**src/rtl/fbpdm_cfg.svh**
```systemverilog
// constants of the fieldbus process data map: offsets, fields, resets
`ifndef FBPDM_CFG_SVH
`define FBPDM_CFG_SVH

// ==========================================================
// wishbone register byte addresses
`define FBPDM_ADR_CONFIG 8'h00
`define FBPDM_ADR_STATUS 8'h04
`define FBPDM_ADR_OSEL 8'h08
`define FBPDM_ADR_ISEL 8'h30
`define FBPDM_ADR_END 8'h58

// ==========================================================
// config register fields and reset values
`define FBPDM_CFG_FMT_LSB 0
`define FBPDM_CFG_FAM_LSB 8
`define FBPDM_RST_FORMAT 3'h5
`define FBPDM_RST_FAMILY 8'h00
`define FBPDM_RST_SEL 16'h0000

// ==========================================================
// module formats and their word layout
`define FBPDM_FMT_1 3'h1
`define FBPDM_FMT_2 3'h2
`define FBPDM_FMT_3 3'h3
`define FBPDM_FMT_4 3'h4
`define FBPDM_FMT_5 3'h5
`define FBPDM_PKW_WORDS 4'h4
`define FBPDM_PZD_SHORT 4'h2
`define FBPDM_PZD_MID 4'h6
`define FBPDM_PZD_LONG 4'ha

// ==========================================================
// parameter messaging codes
`define FBPDM_AK_CLEAR 4'h0
`define FBPDM_AK_RD_ELEM 4'h6
`define FBPDM_AK_CHG_ELEM 4'h7
`define FBPDM_RSP_NONE 4'h0
`define FBPDM_RSP_ELEM_OK 4'h4
`define FBPDM_RSP_FAIL_PARM 4'h7
`define FBPDM_RSP_FAIL_ELEM 4'h8
`define FBPDM_PNU_OUT_SEL 11'h393
`define FBPDM_PNU_IN_SEL 11'h394
`define FBPDM_ERR_CODE 16'h0001

// ==========================================================
// control and status word bit positions
`define FBPDM_CW_RUN_EN 3
`define FBPDM_CW_RUN 4
`define FBPDM_CW_FAULT_RST 7
`define FBPDM_CW_JOG_FWD 8
`define FBPDM_CW_JOG_REV 9
`define FBPDM_CW_OVERRIDE 10
`define FBPDM_SW_MAINS 1
`define FBPDM_SW_READY 2
`define FBPDM_SW_FAULT 3
`define FBPDM_SW_ALARM 7
`define FBPDM_SW_ARRIVAL 8
`define FBPDM_SW_CTRL 9
`define FBPDM_SW_FIXED 16'h0031

// ==========================================================
// frequency scaling
`define FBPDM_HF_SCALE 20'h0000a
`define FBPDM_WORD_MAX 20'h07fff

`endif

```
**src/rtl/fbpdm_pkg.sv**
```systemverilog
// shared types of the fieldbus process data map
package fbpdm_pkg;
   typedef logic [15:0] fbpdm_word_t;
   typedef logic [19:0] fbpdm_freq_t;
endpackage

```
**src/rtl/fbpdm_top.sv**
```systemverilog
// fieldbus process data map: cyclic words to inverter registers
//
// The Wishbone register port and the register addresses were decided locally.
`timescale 1ns/1ps
`default_nettype none
`include "fbpdm_cfg.svh"
module fbpdm_top
   import fbpdm_pkg::*;
#(
   parameter int NUM_PZD = 10
) (
   // clock and reset
   input wire logic clk_i,
   input wire logic rst_i,
   // wishbone slave
   input wire logic wb_cyc_i,
   input wire logic wb_stb_i,
   input wire logic wb_we_i,
   input wire logic [7:0] wb_adr_i,
   input wire logic [3:0] wb_sel_i,
   input wire logic [31:0] wb_dat_i,
   output logic [31:0] wb_dat_o,
   output logic wb_ack_o,
   // fieldbus output area, words from the master
   input wire logic fb_wr_i,
   input wire logic [3:0] fb_wr_idx_i,
   input wire logic [15:0] fb_wr_data_i,
   // fieldbus input area, words to the master
   input wire logic fb_rd_i,
   input wire logic [3:0] fb_rd_idx_i,
   output logic [15:0] fb_rd_data_o,
   output logic fb_rd_valid_o,
   // inverter register set
   output logic inv_wr_o,
   output logic [15:0] inv_wr_addr_o,
   output logic [15:0] inv_wr_data_o,
   output logic inv_rd_o,
   output logic [15:0] inv_rd_addr_o,
   input wire logic [15:0] inv_rd_data_i,
   // drive state
   input wire logic mains_on_i,
   input wire logic ready_i,
   input wire logic fault_i,
   input wire logic alarm_i,
   input wire logic freq_arrival_i,
   input wire logic fieldbus_src_i,
   input wire logic hf_mode_i,
   input wire logic out_reverse_i,
   input wire logic [19:0] out_freq_i,
   input wire logic [19:0] jog_freq_i,
   // drive commands
   output logic coast_stop_o,
   output logic run_o,
   output logic jog_fwd_o,
   output logic jog_rev_o,
   output logic bus_override_o,
   output logic fault_reset_o,
   output logic reverse_o,
   output logic [19:0] freq_cmd_o
);

   // ==========================================================
   // word decode: {pkw hit, pzd hit, pzd number}
   function automatic logic [5:0] decode(input logic [3:0] idx,
      input logic [2:0] fmt, input logic fam_ok);
      logic pkw;
      logic [3:0] npzd;
      logic [3:0] base;
      logic [3:0] rel;
      logic pzd;
      begin
         pkw = (fmt == `FBPDM_FMT_1) || (fmt == `FBPDM_FMT_2) ||
            (fmt == `FBPDM_FMT_5);
         unique case (fmt)
            `FBPDM_FMT_1, `FBPDM_FMT_3: npzd = `FBPDM_PZD_SHORT;
            `FBPDM_FMT_2, `FBPDM_FMT_4: npzd = `FBPDM_PZD_MID;
            `FBPDM_FMT_5: npzd = `FBPDM_PZD_LONG;
            default: npzd = 4'h0;
         endcase
         base = pkw ? `FBPDM_PKW_WORDS : 4'h0;
         rel = idx - base;
         pzd = fam_ok && (idx >= base) && (rel < npzd);
         decode = {fam_ok && pkw && (idx < `FBPDM_PKW_WORDS), pzd, rel};
      end
   endfunction

   // ==========================================================
   // state
   logic [2:0] cfg_format;
   logic [7:0] cfg_family;
   fbpdm_word_t sel_out [NUM_PZD];
   fbpdm_word_t sel_in [NUM_PZD];
   fbpdm_word_t pkw_out [4];
   fbpdm_word_t pkw_in [4];
   fbpdm_word_t ctrl_word;
   fbpdm_word_t setpoint;
   logic rd_pend;
   logic rd_use_inv;
   fbpdm_word_t rd_imm;

   // ==========================================================
   // wishbone decode
   wire wb_req = wb_cyc_i && wb_stb_i && !wb_ack_o;
   wire wb_wr = wb_req && wb_we_i;
   wire wb_osel = (wb_adr_i >= `FBPDM_ADR_OSEL) &&
      (wb_adr_i < `FBPDM_ADR_ISEL) && (wb_adr_i[1:0] == 2'h0);
   wire wb_isel = (wb_adr_i >= `FBPDM_ADR_ISEL) &&
      (wb_adr_i < `FBPDM_ADR_END) && (wb_adr_i[1:0] == 2'h0);
   wire [7:0] wb_orel = wb_adr_i - `FBPDM_ADR_OSEL;
   wire [7:0] wb_irel = wb_adr_i - `FBPDM_ADR_ISEL;
   wire [3:0] wb_oidx = wb_orel[5:2];
   wire [3:0] wb_iidx = wb_irel[5:2];
   wire wb_cfg = wb_adr_i == `FBPDM_ADR_CONFIG;
   wire wb_stat = wb_adr_i == `FBPDM_ADR_STATUS;

   // ==========================================================
   // fieldbus write decode
   // family gate
   wire fam_ok = cfg_family == 8'h00;
   wire [5:0] wr_dec = decode(fb_wr_idx_i, cfg_format, fam_ok);
   wire wr_pkw = fb_wr_i && wr_dec[5];
   wire wr_pzd = fb_wr_i && wr_dec[4];
   wire [3:0] wr_num = wr_dec[3:0];
   wire [3:0] wr_sel_idx = (wr_num < NUM_PZD[3:0]) ? wr_num : 4'h0;
   wire fbpdm_word_t wr_osel = sel_out[wr_sel_idx];
   // control role only with both first selectors zero; setpoint role with the second output selector zero
   wire role_ctrl = (sel_out[0] == 16'h0000) && (sel_in[0] == 16'h0000);
   wire role_sp = sel_out[1] == 16'h0000;
   wire wr_inv = wr_pzd && (wr_osel != 16'h0000);
   wire wr_ctrl = wr_pzd && (wr_num == 4'h0) && !wr_inv && role_ctrl;
   wire wr_sp = wr_pzd && (wr_num == 4'h1) && !wr_inv;

   // ==========================================================
   // parameter task, committed on the low value word
   wire pkw_commit = wr_pkw && (fb_wr_idx_i == 4'h3);
   wire [3:0] ak = pkw_out[0][15:12];
   wire [10:0] parameter_number = pkw_out[0][10:0];
   wire [7:0] elem = pkw_out[1][15:8];
   wire pnu_osel = parameter_number == `FBPDM_PNU_OUT_SEL;
   wire pnu_isel = parameter_number == `FBPDM_PNU_IN_SEL;
   wire elem_ok = (elem >= 8'h01) && (elem <= NUM_PZD[7:0]);
   wire [7:0] elem_rel = elem - 8'h01;
   wire [3:0] elem_idx = elem_ok ? elem_rel[3:0] : 4'h0;
   wire task_elem = (ak == `FBPDM_AK_RD_ELEM) ||
      (ak == `FBPDM_AK_CHG_ELEM);
   wire task_ok = task_elem && (pnu_osel || pnu_isel) && elem_ok;
   wire pkw_chg = pkw_commit && task_ok && (ak == `FBPDM_AK_CHG_ELEM);
   wire pkw_chg_out = pkw_chg && pnu_osel;
   wire pkw_chg_in = pkw_chg && pnu_isel;
   wire fbpdm_word_t elem_val = pnu_osel ? sel_out[elem_idx] :
      sel_in[elem_idx];
   wire [3:0] next_rsp = (ak == `FBPDM_AK_CLEAR) ? `FBPDM_RSP_NONE :
      !(task_elem && (pnu_osel || pnu_isel)) ? `FBPDM_RSP_FAIL_PARM :
      !elem_ok ? `FBPDM_RSP_FAIL_ELEM : `FBPDM_RSP_ELEM_OK;
   wire fbpdm_word_t next_pval = (ak == `FBPDM_AK_CLEAR) ? 16'h0000 :
      !task_ok ? `FBPDM_ERR_CODE :
      (ak == `FBPDM_AK_CHG_ELEM) ? fb_wr_data_i : elem_val;

   // ==========================================================
   // config register
   always_ff @(posedge clk_i) begin
      if (rst_i) begin
         cfg_format <= `FBPDM_RST_FORMAT;
         cfg_family <= `FBPDM_RST_FAMILY;
      end else if (wb_wr && wb_cfg) begin
         if (wb_sel_i[0])
            cfg_format <= wb_dat_i[`FBPDM_CFG_FMT_LSB +: 3];
         if (wb_sel_i[1])
            cfg_family <= wb_dat_i[`FBPDM_CFG_FAM_LSB +: 8];
      end
   end

   // ==========================================================
   // selectors per word; parameter task beats a same-cycle bus write
   for (genvar i = 0; i < NUM_PZD; i++) begin : g_sel
      wire wb_o = wb_wr && wb_osel && (wb_oidx == 4'(i));
      wire wb_i = wb_wr && wb_isel && (wb_iidx == 4'(i));
      wire pk_o = pkw_chg_out && (elem_idx == 4'(i));
      wire pk_i = pkw_chg_in && (elem_idx == 4'(i));
      wire fbpdm_word_t wb_o_val = {
         wb_sel_i[1] ? wb_dat_i[15:8] : sel_out[i][15:8],
         wb_sel_i[0] ? wb_dat_i[7:0] : sel_out[i][7:0]};
      wire fbpdm_word_t wb_i_val = {
         wb_sel_i[1] ? wb_dat_i[15:8] : sel_in[i][15:8],
         wb_sel_i[0] ? wb_dat_i[7:0] : sel_in[i][7:0]};
      always_ff @(posedge clk_i) begin
         if (rst_i) begin
            sel_out[i] <= `FBPDM_RST_SEL;
            sel_in[i] <= `FBPDM_RST_SEL;
         end else begin
            if (pk_o)
               sel_out[i] <= fb_wr_data_i;
            else if (wb_o)
               sel_out[i] <= wb_o_val;
            if (pk_i)
               sel_in[i] <= fb_wr_data_i;
            else if (wb_i)
               sel_in[i] <= wb_i_val;
         end
      end
   end

   // ==========================================================
   // parameter messaging area storage and response
   always_ff @(posedge clk_i) begin
      if (rst_i) begin
         for (int k = 0; k < 4; k++) begin
            pkw_out[k] <= 16'h0000;
            pkw_in[k] <= 16'h0000;
         end
      end else begin
         if (wr_pkw)
            pkw_out[fb_wr_idx_i[1:0]] <= fb_wr_data_i;
         if (pkw_commit) begin
            pkw_in[0] <= {next_rsp, 1'b0, parameter_number};
            pkw_in[1] <= pkw_out[1];
            pkw_in[2] <= 16'h0000;
            pkw_in[3] <= next_pval;
         end
      end
   end

   // ==========================================================
   // control word and setpoint; dropped when their role is lost
   wire fbpdm_word_t next_ctrl = !role_ctrl ? 16'h0000 :
      wr_ctrl ? fb_wr_data_i : ctrl_word;
   wire fbpdm_word_t next_sp = !role_sp ? 16'h0000 :
      wr_sp ? fb_wr_data_i : setpoint;
   // fault reset only on a rising bit
   wire next_fault_rst = wr_ctrl && fb_wr_data_i[`FBPDM_CW_FAULT_RST] &&
      !ctrl_word[`FBPDM_CW_FAULT_RST];
   always_ff @(posedge clk_i) begin
      if (rst_i) begin
         ctrl_word <= 16'h0000;
         setpoint <= 16'h0000;
         fault_reset_o <= 1'b0;
      end else begin
         ctrl_word <= next_ctrl;
         setpoint <= next_sp;
         fault_reset_o <= next_fault_rst;
      end
   end

   // ==========================================================
   // drive commands from control word and setpoint
   // magnitude of the signed setpoint
   wire [16:0] sp_abs = setpoint[15] ? (17'h00000 - {1'b1, setpoint}) :
      {1'b0, setpoint};
   // HF mode counts in tenths of a hertz
   wire [19:0] sp_hz100 = hf_mode_i ?
      20'(sp_abs * `FBPDM_HF_SCALE) : {3'h0, sp_abs};
   wire jog_f = ctrl_word[`FBPDM_CW_JOG_FWD];
   wire jog_r = ctrl_word[`FBPDM_CW_JOG_REV];
   always_ff @(posedge clk_i) begin
      if (rst_i) begin
         coast_stop_o <= 1'b1;
         run_o <= 1'b0;
         jog_fwd_o <= 1'b0;
         jog_rev_o <= 1'b0;
         bus_override_o <= 1'b0;
         reverse_o <= 1'b0;
         freq_cmd_o <= 20'h00000;
      end else begin
         coast_stop_o <= !ctrl_word[`FBPDM_CW_RUN_EN];
         run_o <= ctrl_word[`FBPDM_CW_RUN];
         jog_fwd_o <= jog_f;
         jog_rev_o <= jog_r;
         bus_override_o <= ctrl_word[`FBPDM_CW_OVERRIDE];
         // direction from sign, jog sets its own
         reverse_o <= jog_r ? 1'b1 : jog_f ? 1'b0 : setpoint[15];
         freq_cmd_o <= (jog_f || jog_r) ? jog_freq_i : sp_hz100;
      end
   end

   // ==========================================================
   // status word and output frequency word
   // fixed, drive and control bits
   wire fbpdm_word_t status_word = `FBPDM_SW_FIXED |
      (16'(mains_on_i) << `FBPDM_SW_MAINS) |
      (16'(ready_i) << `FBPDM_SW_READY) |
      (16'(fault_i) << `FBPDM_SW_FAULT) |
      (16'(alarm_i) << `FBPDM_SW_ALARM) |
      (16'(freq_arrival_i) << `FBPDM_SW_ARRIVAL) |
      (16'(ctrl_word[`FBPDM_CW_OVERRIDE] | fieldbus_src_i)
         << `FBPDM_SW_CTRL);
   // HF mode reports tenths of a hertz
   wire [19:0] of_scaled = hf_mode_i ? (out_freq_i / `FBPDM_HF_SCALE) :
      out_freq_i;
   // saturate rather than wrap into the sign bit
   wire [14:0] of_mag = (of_scaled > `FBPDM_WORD_MAX) ? 15'h7fff :
      of_scaled[14:0];
   wire fbpdm_word_t out_freq_word = out_reverse_i ?
      (16'h0000 - {1'b0, of_mag}) : {1'b0, of_mag};

   // ==========================================================
   // fieldbus read decode
   wire [5:0] rd_dec = decode(fb_rd_idx_i, cfg_format, fam_ok);
   wire rd_pkw = rd_dec[5];
   wire rd_pzd = rd_dec[4];
   wire [3:0] rd_num = rd_dec[3:0];
   wire [3:0] rd_sel_idx = (rd_num < NUM_PZD[3:0]) ? rd_num : 4'h0;
   wire fbpdm_word_t rd_isel = sel_in[rd_sel_idx];
   wire rd_inv = rd_pzd && (rd_isel != 16'h0000);
   wire rd_status = rd_pzd && (rd_num == 4'h0) && !rd_inv && role_ctrl;
   wire rd_freq = rd_pzd && (rd_num == 4'h1) && !rd_inv;
   // absent or unselected words read zero
   wire fbpdm_word_t next_imm = rd_pkw ? pkw_in[fb_rd_idx_i[1:0]] :
      rd_status ? status_word : rd_freq ? out_freq_word : 16'h0000;

   // ==========================================================
   // read pipeline: request, register fetch, answer
   always_ff @(posedge clk_i) begin
      if (rst_i) begin
         rd_pend <= 1'b0;
         rd_use_inv <= 1'b0;
         rd_imm <= 16'h0000;
         inv_rd_o <= 1'b0;
         inv_rd_addr_o <= 16'h0000;
         fb_rd_valid_o <= 1'b0;
         fb_rd_data_o <= 16'h0000;
      end else begin
         rd_pend <= fb_rd_i;
         rd_use_inv <= fb_rd_i && rd_inv;
         rd_imm <= next_imm;
         inv_rd_o <= fb_rd_i && rd_inv;
         inv_rd_addr_o <= rd_isel;
         fb_rd_valid_o <= rd_pend;
         fb_rd_data_o <= rd_use_inv ? inv_rd_data_i : rd_imm;
      end
   end

   // ==========================================================
   // inverter register writes from output process words
   always_ff @(posedge clk_i) begin
      if (rst_i) begin
         inv_wr_o <= 1'b0;
         inv_wr_addr_o <= 16'h0000;
         inv_wr_data_o <= 16'h0000;
      end else begin
         // selector zero writes no inverter register
         inv_wr_o <= wr_inv;
         inv_wr_addr_o <= wr_osel;
         inv_wr_data_o <= fb_wr_data_i;
      end
   end

   // ==========================================================
   // wishbone read mux and ack; unmapped reads answer zero
   wire [31:0] wb_rdata = wb_cfg ?
      {16'h0000, cfg_family, 5'h00, cfg_format} :
      wb_stat ? {status_word, ctrl_word} :
      wb_osel ? {16'h0000, sel_out[wb_oidx]} :
      wb_isel ? {16'h0000, sel_in[wb_iidx]} : 32'h00000000;
   always_ff @(posedge clk_i) begin
      if (rst_i) begin
         wb_ack_o <= 1'b0;
         wb_dat_o <= 32'h00000000;
      end else begin
         wb_ack_o <= wb_req;
         wb_dat_o <= wb_rdata;
      end
   end

endmodule
`default_nettype wire

```
**config.mk**
```make
export PLATFORM = sky130hd
export DESIGN_NAME = fbpdm_top
export DESIGN_NICKNAME = d
export VERILOG_FILES = /design/src/rtl/fbpdm_pkg.sv /design/src/rtl/fbpdm_top.sv
export VERILOG_INCLUDE_DIRS = /design/src /design/src/rtl
export SDC_FILE = /design/constraint.sdc
export NUM_CORES = 2
export LEC_CHECK = 0
export BUFFER_PORTS_ARGS = -buffer_cell sky130_fd_sc_hd__buf_2
export CAP_MARGIN = 20
export CORE_MARGIN = 1.5
export CORE_UTILIZATION = 41
export CTS_CLUSTER_DIAMETER = 150
export CTS_CLUSTER_SIZE = 20
export DETAILED_ROUTE_END_ITERATION = 10
export PLACE_DENSITY = 0.66
export RECOVER_POWER = 50
export SLEW_MARGIN = 40
export SYNTH_ARGS = -nofsm -noshare
export SYNTH_HDL_FRONTEND = slang
export SYNTH_SLANG_ARGS = --single-unit
```
**constraint.sdc**
```tcl
create_clock -name clk_i -period 17.67 [get_ports clk_i]
set_clock_uncertainty 0.15 [all_clocks]
set_input_delay 0.8835 -clock clk_i [delete_from_list [all_inputs] [get_ports clk_i]]
set_output_delay 0.8835 -clock clk_i [all_outputs]
set_load 0.005 [all_outputs]
```
==> run metrics <==
Leak Pwr=14.0 nW; worst r2r src=cfg_format[1]; number of synthesized flops with an enable pin=397; fillers=8,131; area grow syn2layout=8.51%; Main synth FF type=edfxtp_1; routed wl met2=61,100 um; initial drt markers=4,936; Detail Route Antenna Nets=0; crit end category=flip-flop; failing checks=capacitance limit, slew limit; Starting Density=41.6%; post-synthesis cell type count=112; Clock Sinks=575; Worst EP arrival=9.54 ns; Die W=298 um; Remaining Overflow, GRT=0; DRT Pass-1 Iters=8; full die area=0.0887 mm2; commonest cells after routing, fill and taps aside=edfxtp_1 (397), a22o_1 (327), nor2_1 (307), buf_2 (188), a21oi_1 (187); Resized Gates After CTS=0; root buffer cell=clkbuf_16; Core Area=0.0857 mm2; CTS buffer count=34; # DRC=0; Sequential Area=0.0155 mm2; Fin. Hold Viols=0; pwr/cell area=78.1 mW/mm2; main combinational cell family by area after synthesis=compound AO/OA/AOI/OAI gates; Detailed Place HPWL=97,300 um; setup repair after global routing missed its margin=false; most common cell after layout, fill and taps aside=edfxtp_1; critical path type=in -> reg; layout cells sized above 1=17.1%; IO Port Bufs=240; clk_lat worst skew=0.63 ns; mapped cell area=0.0356 mm2; multiplexer share of the synthesized area=13.3%; row count=107; post-synthesis sequential area ratio=43.5%; Simple-Gate Fraction of Synth Area=12.1%; peak supply drop=0.0521 mV; CTS hold repair buffers=0; metal3 WL=19,300 um; CP Launch Type=input pin; fin crit share=53.9%; maximum clock insertion buffer count=3; setup TNS=0 ns; number of synthesized register bits=575; hold wc startpoint=ctrl_word[3]; worst slack at placement=9.05 ns; Multi-input gate area=0.0188 mm2; critical-path maximum fanout=81; postcts setup bufs=0; Synth Area in Compound Gates=23.4%; Critical Path RT=17.69 ns; wire per inst=31.1 um; Final nets=3,588; post-route setup slack=8.15 ns; top sig layer=met5; Final Max Tran Viols=282; H-Tree Depth=2; Async SR Flop Fraction=0%; clock-pin slew on the worst setup and hold paths=0.08 ns; overall routing resource usage=30.8%; DR vias=31.5k; Fmax=0.105 GHz; hold crit path type=reg -> reg; via-per-instance ratio=6.90; xor/xnor share of the synthesized area=1.30%; initial antenna violation count=11; Die Y=298 um; largest net degree at the start of global routing=82; Synth Area in Adders=1.87%; vias in the first global route=29.3k; slew margin rel.=-156%; WL final=142,000 um; fin crit period=9.52 ns; first-pass GRT wire length=203,000 um; Power, Total=0.00302 W; Worst setup startpoint=rst_i; Syn Inst Count=3,382; final setup violation count=0; synthesis warning total=0; met1 WL=52,800 um; Placer Congestion=1.03; outcome=finished, violations left; synthesized area per cell=10.5 um2; CTS tree=done; Max-Cap Viols=9; Worst-Margin Slew=3.84 ns; Top Ports=266
-- cells by family (layout without fill, tap and decap cells) --
kind of cell	after synthesis	count (layout)
fa+ha+maj	53	53
buf+inv	396	430
other cells	1	9
simple gates	885	885
compound gates	1075	1075
flops	575	575
xor+xnor	53	53
mux	344	344
-- power breakdown --
part | internal [W] | switching [W] | total (W) | leakage, nW
Combinational | 0.000207 | 0.000417 | 0.000624 | 8.01
Clock | 0.000386 | 0.000485 | 0.000871 | 0.483
Sequential | 0.00148 | 0.0000390 | 0.00152 | 5.48
-- final cells by class --
class | instances | area share, %
Antenna cell | 1 | 0.00647
Timing Repair Buffer | 313 | 4.31
Clock buffer | 58 | 2.54
Tap cell | 1144 | 3.70
Multi-Input combinational cell | 2418 | 48.8
Inverter | 57 | 0.553
Clock inverter | 2 | 0.0841
Sequential cell | 575 | 40.1
-- per-layer routing --
layer / vias up / GRT usage [%]
met5: - / 0.271
met4: 8 / 15.9
met3: 474 / 9.14
met2: 2505 / 46.3
met1: 15274 / 40.2
li1: 13239 / -
-- sequential cells by signal, indices dropped and copies added, names as in the netlist, 3 cells and up --
signal         flops
sel_in           160
sel_out          160
pkw_in            46
pkw_out           31
wb_dat_o          23
freq_cmd_o        20
ctrl_word         16
fb_rd_data_o      16
inv_rd_addr_o     16
inv_wr_addr_o     16
inv_wr_data_o     16
rd_imm            16
setpoint          16
cfg_family         8
cfg_format         3
-- cell usage after synthesis (59+ instances only) --
master | count | area [um2]
a21oi_1 | 190 | 951
a222oi_1 | 59 | 591
a22o_1 | 327 | 2860
and2_1 | 79 | 494
clkbuf_1 | 282 | 1060
dfxtp_1 | 178 | 3560
edfxtp_1 | 397 | 11900
mux2_2 | 89 | 1000
mux2i_1 | 159 | 1590
mux4_2 | 96 | 2160
nand2_1 | 169 | 634
nor2_1 | 326 | 1220
o21ai_0 | 85 | 425
o221ai_1 | 77 | 674
-- per-stage QoR --
stage          util [%]  hold slack [ns]  cells  area [um2]
2_1_floorplan         -            0.233   3389       35700
4_1_cts            45.3            0.278   4566       38800
3_3_place_gp       43.9            0.252   4505       37600
5_1_grt            45.1            0.299   4568       38700
6_report           45.1            0.272   4568       38700
3_5_place_dp       44.1            0.257   4506       37800
-- critical path, cell delays in order --
cell and delay [ns]:
clkbuf_1 1.76, clkbuf_1 2.27, clkbuf_1 2.83, nand2b_1 1.70
-- worst paths after layout --
| kind | slack (ns) | cells past startpoint | to |
|---|---|---|---|
| setup / recovery | 8.15 | 4 | pkw_in[3][12] |
| hold / removal | 0.27 | 1 | coast_stop_o |
| setup reg to reg | 10.66 | 18 | setpoint[14] |
| hold reg to reg | 0.27 | 1 | coast_stop_o |
No activity file was read; power rests on OpenSTA's default activity.
